--- src/hdl/ccr_defs.svh ---
// constants for the core feature configuration register
`ifndef CCR_DEFS_SVH
`define CCR_DEFS_SVH

// ----------------------------------------
// coprocessor-0 location
// ----------------------------------------
`define CCR_CP0_REG_NUM      5'h10
`define CCR_CP0_SEL          3'h3

// ----------------------------------------
// word layout
// ----------------------------------------
`define CCR_WORD_W           32
`define CCR_FIXED_VALUE      32'h80223D68
`define CCR_DYN_MASK         32'h0001C000
`define CCR_EXC_ISA_BIT      16
`define CCR_AVAIL_LSB        14
`define CCR_AVAIL_MSB        15
`define CCR_NEXT_CFG_BIT     31
`define CCR_PRIO_W_LSB       21
`define CCR_PRIO_W_VALUE     2'h1
`define CCR_COMPACT_REV_LSB  18
`define CCR_COMPACT_REV_VAL  3'h0

// ----------------------------------------
// reset values
// ----------------------------------------
`define CCR_EXC_ISA_RST      1'h0
`define CCR_AVAIL_RST        2'h2
`define CCR_AVAIL_BOTH       1'h1
`define CCR_RD_DATA_RST      32'h00000000

`endif

--- src/hdl/ccr_pkg.sv ---
// types and shared decoding for the core feature configuration register
`include "ccr_defs.svh"
package ccr_pkg;

  // ----------------------------------------
  // fuse capture sequence
  // ----------------------------------------
  typedef enum logic [1:0]
  {
    CCR_ST_HOLD    = 2'b00,
    CCR_ST_CAPTURE = 2'b01,
    CCR_ST_READY   = 2'b11
  } ccr_state_t;

  // ----------------------------------------
  // location decode, shared by read and write paths
  // ----------------------------------------
  function automatic logic ccr_hit
  (
    input logic [4:0] reg_num,
    input logic [2:0] sel
  );
    ccr_hit = (reg_num == `CCR_CP0_REG_NUM) && (sel == `CCR_CP0_SEL);
  endfunction : ccr_hit

endpackage : ccr_pkg

--- src/hdl/ccr_if.sv ---
// internal carrier between decode, fuse capture and the register core
`timescale 1ns/10ps
interface ccr_if;
  logic rd_hit;
  logic wr_hit;
  logic fuse_load;
  logic fuse_value;
  logic fuse_ready;

  modport dec
  (
    output rd_hit,
    output wr_hit
  );

  modport fus
  (
    output fuse_load,
    output fuse_value,
    output fuse_ready
  );

  modport core
  (
    input rd_hit,
    input wr_hit,
    input fuse_load,
    input fuse_value,
    input fuse_ready
  );
endinterface : ccr_if

--- src/hdl/ccr_core_config.sv ---
// core feature configuration register, coprocessor-0 register 16 select 3
//
// Behaviour
// - bit 31 always reads one: a further configuration register exists
// - bits 30-23, 9, 7 and 2-1 always read zero
// - priority level width field, bits 22-21, reads 01 (eight-bit fields)
// - compact set revision, bits 20-18, reads 000 (first release)
// - bit 17 reads one: application-specific extension present
// - bit 16 read/write: instruction set used on exception entry
// - bits 15-14 read-only: 11 compact after reset, 10 standard after reset
// - exception-entry bit and availability field loaded from boot fuse
// - bit 13 reads one: user-local register present
// - bit 12 reads one: read/execute inhibit enables present
// - bit 11 reads one: signal-processing extension revision 2 present
// - bit 10 reads one: signal-processing extension present
// - bit 8 reads one: flow trace hardware present
// - bit 6 reads one: external vector controller support present
// - bit 5 reads one: vectored interrupts present
// - bit 4 reads zero: 4 KB minimum page size
// - bit 3 reads one: common device map present
// - bit 0 reads zero: no trace logic
// - reached by coprocessor-0 moves at register 16, select 3
`timescale 1ns/10ps
`include "ccr_defs.svh"
module ccr_core_config
  import ccr_pkg::*;
(
  input  wire logic        clk,
  input  wire logic        arst_n,
  input  wire logic [4:0]  cp0_reg_num,
  input  wire logic [2:0]  cp0_sel,
  input  wire logic        cp0_rd_en,
  input  wire logic        cp0_wr_en,
  input  wire logic [31:0] cp0_wr_data,
  output logic      [31:0] cp0_rd_data,
  output logic             cp0_rd_valid,
  input  wire logic        boot_instr_set_fuse,
  output logic             exception_entry_instr_set,
  output logic      [1:0]  instr_set_availability,
  output logic             config_ready
);
  import ccr_pkg::*;

  // ----------------------------------------
  // submodules
  // ----------------------------------------
  ccr_if link ();

  ccr_decode u_decode
  (
    .cp0_reg_num (cp0_reg_num),
    .cp0_sel     (cp0_sel),
    .cp0_rd_en   (cp0_rd_en),
    .cp0_wr_en   (cp0_wr_en),
    .bus         (link.dec)
  );

  ccr_fuse u_fuse
  (
    .clk                 (clk),
    .arst_n              (arst_n),
    .boot_instr_set_fuse (boot_instr_set_fuse),
    .bus                 (link.fus)
  );

  // ----------------------------------------
  // writable and fuse-seeded state
  // ----------------------------------------
  logic       exc_isa_r;
  logic       exc_isa_nxt;
  logic [1:0] avail_r;
  logic [1:0] avail_nxt;
  wire logic  wr_take;

  // writes before the fuse lands are dropped so the strap value cannot be lost
  assign wr_take     = link.wr_hit & link.fuse_ready;
  assign exc_isa_nxt = link.fuse_load ? link.fuse_value :
                       wr_take ? cp0_wr_data[`CCR_EXC_ISA_BIT] : exc_isa_r;
  assign avail_nxt   = link.fuse_load ? {`CCR_AVAIL_BOTH, link.fuse_value} : avail_r;

  always_ff @(posedge clk or negedge arst_n)
  begin
    if (!arst_n)
    begin
      exc_isa_r <= `CCR_EXC_ISA_RST;
      avail_r   <= `CCR_AVAIL_RST;
    end
    else
    begin
      exc_isa_r <= exc_isa_nxt;
      avail_r   <= avail_nxt;
    end
  end

  // ----------------------------------------
  // read word assembly
  // ----------------------------------------
  logic [31:0] dyn_word;
  logic [31:0] word;
  localparam logic [31:0] FIXED_VALUE = `CCR_FIXED_VALUE;
  localparam logic [31:0] DYN_MASK    = `CCR_DYN_MASK;

  // ----------------------------------------
  // fixed fields, one line per reported feature
  // ----------------------------------------
  wire logic [31:0] fixed_word;

  assign fixed_word[31]    = FIXED_VALUE[31];
  assign fixed_word[30:23] = FIXED_VALUE[30:23];
  assign fixed_word[22:21] = `CCR_PRIO_W_VALUE;
  assign fixed_word[20:18] = `CCR_COMPACT_REV_VAL;
  assign fixed_word[17]    = FIXED_VALUE[17];
  assign fixed_word[16:14] = FIXED_VALUE[16:14];    // masked off below, state bits
  assign fixed_word[13]    = FIXED_VALUE[13];
  assign fixed_word[12]    = FIXED_VALUE[12];
  assign fixed_word[11]    = FIXED_VALUE[11];
  assign fixed_word[10]    = FIXED_VALUE[10];
  assign fixed_word[9]     = FIXED_VALUE[9];
  assign fixed_word[8]     = FIXED_VALUE[8];
  assign fixed_word[7]     = FIXED_VALUE[7];
  assign fixed_word[6]     = FIXED_VALUE[6];
  assign fixed_word[5]     = FIXED_VALUE[5];
  assign fixed_word[4]     = FIXED_VALUE[4];
  assign fixed_word[3]     = FIXED_VALUE[3];
  assign fixed_word[2:1]   = FIXED_VALUE[2:1];
  assign fixed_word[0]     = FIXED_VALUE[0];

  // only bits 16-14 come from state; every other bit is a constant,
  // so any write to them has nothing to land in
  assign dyn_word = {15'h0000, exc_isa_r, avail_r, 14'h0000};

  genvar gi;
  generate
    for (gi = 0; gi < `CCR_WORD_W; gi++)
    begin : g_bit
      // per-bit mux: writes never reach a constant bit
      assign word[gi] = DYN_MASK[gi] ? dyn_word[gi] : fixed_word[gi];
    end
  endgenerate

  // ----------------------------------------
  // read port, one cycle after the strobe
  // ----------------------------------------
  logic [31:0] rd_data_r;
  logic [31:0] rd_data_nxt;
  logic        rd_valid_r;

  assign rd_data_nxt = link.rd_hit ? word : `CCR_RD_DATA_RST;

  always_ff @(posedge clk or negedge arst_n)
  begin
    if (!arst_n)
    begin
      rd_data_r  <= `CCR_RD_DATA_RST;
      rd_valid_r <= 1'h0;
    end
    else
    begin
      rd_data_r  <= rd_data_nxt;
      rd_valid_r <= link.rd_hit;
    end
  end

  assign cp0_rd_data               = rd_data_r;
  assign cp0_rd_valid              = rd_valid_r;
  assign exception_entry_instr_set = exc_isa_r;
  assign instr_set_availability    = avail_r;
  assign config_ready              = link.fuse_ready;

endmodule : ccr_core_config

--- src/hdl/ccr_decode.sv ---
// coprocessor-0 access decode for the configuration register
`timescale 1ns/10ps
module ccr_decode
  import ccr_pkg::*;
(
  input  wire logic [4:0] cp0_reg_num,
  input  wire logic [2:0] cp0_sel,
  input  wire logic       cp0_rd_en,
  input  wire logic       cp0_wr_en,
  ccr_if.dec              bus
);
  import ccr_pkg::*;

  // ----------------------------------------
  // strobes qualified by location
  // ----------------------------------------
  wire logic rd_loc;
  wire logic wr_loc;

  assign rd_loc     = ccr_hit(cp0_reg_num, cp0_sel);
  assign wr_loc     = ccr_hit(cp0_reg_num, cp0_sel);
  assign bus.rd_hit = cp0_rd_en & rd_loc;
  assign bus.wr_hit = cp0_wr_en & wr_loc;

endmodule : ccr_decode

--- src/hdl/ccr_fuse.sv ---
// boot instruction-set fuse capture after reset release
`timescale 1ns/10ps
module ccr_fuse
  import ccr_pkg::*;
(
  input  wire logic clk,
  input  wire logic arst_n,
  input  wire logic boot_instr_set_fuse,
  ccr_if.fus        bus
);
  import ccr_pkg::*;

  // ----------------------------------------
  // sequence: hold one edge so the strap settles, then sample
  // ----------------------------------------
  ccr_state_t state_r;
  ccr_state_t state_nxt;
  wire logic  sample;

  always_comb
  begin
    case (state_r)
      CCR_ST_HOLD:    state_nxt = CCR_ST_CAPTURE;
      CCR_ST_CAPTURE: state_nxt = CCR_ST_READY;
      CCR_ST_READY:   state_nxt = CCR_ST_READY;
      default:        state_nxt = CCR_ST_HOLD;
    endcase
  end

  assign sample = (state_r == CCR_ST_CAPTURE);

  // strap is taken by a clocked edge, never by the reset itself
  always_ff @(posedge clk or negedge arst_n)
  begin
    if (!arst_n)
    begin
      state_r <= CCR_ST_HOLD;
    end
    else
    begin
      state_r <= state_nxt;
    end
  end

  // the core register latches the strap on the load edge, so no copy here
  assign bus.fuse_load  = sample;
  assign bus.fuse_value = boot_instr_set_fuse;
  assign bus.fuse_ready = (state_r == CCR_ST_READY);

endmodule : ccr_fuse

--- config.mk ---
export PLATFORM = sky130hd
export DESIGN_NAME = ccr_core_config
export DESIGN_NICKNAME = d
export VERILOG_FILES = /design/src/hdl/ccr_pkg.sv /design/src/hdl/ccr_if.sv /design/src/hdl/ccr_core_config.sv /design/src/hdl/ccr_decode.sv /design/src/hdl/ccr_fuse.sv
export VERILOG_INCLUDE_DIRS = /design/src /design/src/hdl
export SDC_FILE = /design/constraint.sdc
export NUM_CORES = 1
export LEC_CHECK = 0
export ABC_AREA = 1
export BUFFER_PORTS_ARGS = -buffer_cell sky130_fd_sc_hd__buf_2
export CAP_MARGIN = 10
export CORE_MARGIN = 2
export CORE_UTILIZATION = 27
export CTS_BUF_LIST = sky130_fd_sc_hd__clkbuf_16
export CTS_CLUSTER_DIAMETER = 80
export DETAILED_ROUTE_END_ITERATION = 8
export PLACE_DENSITY = 0.73
export SLEW_MARGIN = 20
export SYNTH_ARGS = -nofsm -noshare
export SYNTH_HDL_FRONTEND = slang
export SYNTH_SLANG_ARGS = --single-unit
--- constraint.sdc ---
create_clock -name clk -period 0.9 [get_ports clk]
set_clock_uncertainty 0.1 [all_clocks]
set_input_delay 0.045 -clock clk [delete_from_list [all_inputs] [get_ports clk]]
set_output_delay 0.045 -clock clk [all_outputs]
set_load 0.05 [all_outputs]
Word-level counts from Yosys, hierarchy flattened --
Index checks and enable logic that the tools add are counted.
Cells by class: bitwise logic cells 3, equality and inequality tests 4, mux-type cells 4, reductions and logical operators 4
Operators by type and width (number):
- two-way mux 32 bit | 1
- == test 5 bit (second input constant) | 1
- case mux 2 bit (2 select lines) | 1
- bitwise AND 1 bit | 3
- == test 3 x 2 -> 1 bit (second input constant) | 1
- == test 2 x 1 -> 1 bit (second input constant) | 1
- == test 2 bit (second input constant) | 1
- zero test 2 bit | 1
- two-way mux 1 bit | 2
- nonzero test 2 bit | 1
- OR reduction 2 bit | 1
- logical AND 1 bit | 1
Word-level totals: logic and storage cells 20, input port bits 45, output and inout port bits 37, register bits after elaboration 37

Logic depth before layout (Yosys ltp) --
depth in word-level cells 6, gate-level depth with buffers 7, depth with buffers taken out 7

Modules after synthesis --
From an unflattened synthesis, not the netlist that was laid out.
Unflattened totals: cells, all modules 78, area total of the unflattened synthesis 568.0 um2
By module, submodules not included:
- ccr_core_config | times used 1, sequential area each 125.1 um2, cells an instance 53, area each 425.4 um2
- ccr_fuse | times used 1, sequential area each 50.0 um2, cells an instance 9, area each 82.6 um2
- ccr_decode | times used 1, sequential area each 0.0 um2, cells an instance 16, area each 60.1 um2

Least setup slack after synthesis --
Ideal clock, no wire load.
kind register to output, start register cp0_rd_data[21] (netlist name), end output port cp0_rd_data[10], cell stages (with the launch flop) 2, path slack -0.329 ns, arrival time 1.084 ns, path buffers 1, cells stage by stage dfrtp_1 > buf_4
RTL lines:
- to (decl) | line ccr_core_config.sv:35 | output logic [31:0] cp0_rd_data,

==> flow_metrics.tcl <==
set metrics [dict create \
    outcome "complete, but fails checks" \
    violations "negative setup slack" \
    startpoint_type "flip-flop" \
    path_cells "buf_4" \
    num-fill-cells 213 \
    cp_max_fo 13 \
    p_sw_uw 414.7 \
    cts-buffers-inserted 3 \
    place_area_um2 609.3 \
    area_growth_pct 37.10 \
    pwr_density_cell_mw_per_mm2 1721 \
    start_util_pct 29.31 \
    cap_violations 0 \
    cts_root_buf "clkbuf_16" \
    synth_cell_type_count 13 \
    setup_ws_ns -0.2056 \
    p_int_uw 969.7 \
    startpoint "cp0_rd_data[21]$_DFF_PN0_" \
    routed_via_density 3.523 \
    final_area_um2 804.5 \
    io_buffer_count 31 \
    die_area_mm2 0.002562 \
    grt_pass1_wl_mm 1.545 \
    finalHoldViolCount 0 \
    synth.cell_area_um2 586.8 \
    path_delay_family "flip-flops" \
    track_usage_pct 8.500 \
    htreeDepth 1 \
    synth_area_per_cell_um2 7.335 \
    critPathBufInv 1 \
    max_freq_ghz 0.9045 \
    core_mm2 0.002002 \
    antenna_found_initial 0 \
    synth_cells 80 \
    crit_arrival_ns 0.96 \
    cts.clk_slew.worst_paths_ns 0.04 \
    final_util_pct 40.19 \
    p_comb_share_pct 22.6 \
    insertion_delay_ns 0.23 \
    ir_drop_v 0.001532 \
    rsz0062_at_grt "true" \
    die_h_um 50.62 \
    stdcell_count 132 \
    drive_gt1_share_pct 45.71 \
    p_sw_share_pct 29.96 \
    hp-start "cp0_rd_en" \
    r2r-start "u_fuse.state_r[0]$_DFF_PN0_" \
    ys_warn_count 0 \
    dr.pass1.iters 3 \
    grt_pass1_vias 385 \
    setup-tns-final_ns -3.033 \
    cts_tree "done" \
    seq_power_share_pct 24.0 \
    diodes 0 \
    dr_total_vias 465 \
    dpl.cell_count 123 \
    drt_drc_violations_left 0 \
    required_ns 0.75 \
    grt_overflow 0 \
    crit_path_end_kind "output port" \
    setup-violations-final 17 \
    hold_class "input port to flip-flop" \
    drtIter0Drc 8 \
    die_x_um 50.62 \
    post-route-period-util_pct 122.8 \
    postRouteAntennaNets 0 \
    clk_path_buf_depth 2 \
    cts_sinks 7 \
    max_stage_delay_ns 0.52 \
    total_power_mw 1.384 \
    post-dp-hpwl_um 791.5 \
    maxSlewViolCount 0 \
    p_leak_nw 0.4883 \
    grt_max_degree 14 \
    rows 16 \
    path_class "flip-flop to output port" \
    routedWlPerCell_um 7.652 \
    cp_slowest_cell "dfrtp_4" \
    timing.final.crit_period_ns 1.106 \
    clkPwrFrac_pct 53.4 \
    globalplace.congestion 0.6906 \
    synth_seq_area_share_pct 29.85 \
    final_net_count 151 \
    ys_ff_latch 7 \
    pin_count 82 \
    drt-total-wl_mm 1.010 \
]
==> cells by family after synthesis <==
kind of cell | after synthesis | synth area share (%)
AND/OR/NAND/NOR | 26 | 20.04
other | 2 | 1.280
flip-flops | 7 | 29.85
AO/OA/AOI/OAI | 1 | 0.8521
buffers and inverters | 44 | 47.97
==> cells in the final DEF, fill, tap and decap left out <==
cell	count
nand2_2	2
dfrtp_4	1
nor2_1	5
conb_1	19
buf_8	2
nor3_2	1
nor2_4	1
inv_2	4
o21ai_1	1
buf_4	16
buf_2	13
inv_1	9
dfrtp_2	2
dfrtp_1	4
clkbuf_16	3
nand2_1	14
nand3_1	3
dlygate4sd3_1	2
buf_6	3
==> metrics by stage <==
| step | worst slack (ns) | hold WS (ns) |
|---|---|---|
| 6_report | -0.2056 | 0.02228 |
| 5_1_grt | -0.2300 | 0.04447 |
| 4_1_cts | -0.2121 | 0.01772 |
| 3_5_place_dp | -0.1091 | -0.2161 |
| 3_3_place_gp | -0.06611 | -0.2223 |
| 2_1_floorplan | -0.04928 | -0.3506 |
==> registers in the layout, indices dropped and copies added (netlist names) <==
name and count:
u_fuse.state_r 2, exception_entry_instr_set 1, instr_set_availability 1, cp0_rd_data 3
==> synth_stat cells, drive strengths merged <==
master  count  area share, %
conb        2            1.3
nand3       3            2.6
buf        31             40
nor3        1            1.7
nand2      16             11
o21ai       1           0.85
clkbuf      1           0.64
inv        12            7.7
dfrtp       7             30
nor2        6            5.1
==> cell type report <==
cell class,count,area (um^2),area share [%]
Clock buffer,3,75.07,9.331
Clock inverter,1,3.754,0.4666
Inverter,12,45.04,5.599
Multi-Input combinational cell,46,196.4,24.42
Sequential cell,7,181.4,22.55
Tap cell,27,33.78,4.199
Timing Repair Buffer,36,269.0,33.44
==> metal layers <==
layer  wire, um  global-route usage [%]  part of all wire [%]
met5          0                       0                     0
met4          7                   4.054                  0.69
met3        151                   4.762                    15
met2        522                   15.79                    52
met1        328                   7.169                    32
==> power groups by stage <==
stage | logic [mW] | clock network (mW) | registers (mW)
after global placement | 0.275 | 0 | 0.334
final | 0.313 | 0.740 | 0.332
after detailed placement | 0.278 | 0 | 0.334
after floorplan | 0.268 | 0 | 0.360
after CTS | 0.312 | 0.753 | 0.332
after global routing | 0.331 | 0.781 | 0.333
==> tightest hold or removal path: cells and delay by family <==
family,cells,cell delay (ns)
buffers and inverters,2,0.16
AND/OR/NAND/NOR,1,0.11
==> path summary, 6_finish.rpt <==
check,depth (start not counted),slack (ns),endpoint
worst min-delay path,3,0.02,cp0_rd_data[21]$_DFF_PN0_
worst min register to register,1,0.42,u_fuse.state_r[0]$_DFF_PN0_
worst max-delay path,1,-0.21,cp0_rd_data[5]
min in group asynchronous,2,0.08,u_fuse.state_r[0]$_DFF_PN0_
worst max register to register,7,-0.15,exception_entry_instr_set$_DFFE_PN0P_
max in group asynchronous,2,0.44,cp0_rd_data[21]$_DFF_PN0_
==> timing repair <==
item | in CTS | in global routing
gates cloned | 0 | 0
hold buffers | 2 | 0
setup buffers | 3 | 0
endpoints found under the hold margin | 8 | 0
gates resized for setup | 27 | 1
endpoints found under the setup margin | 20 | 18
pin swaps | 1 | 1
Power figures use the tool's default switching activity.
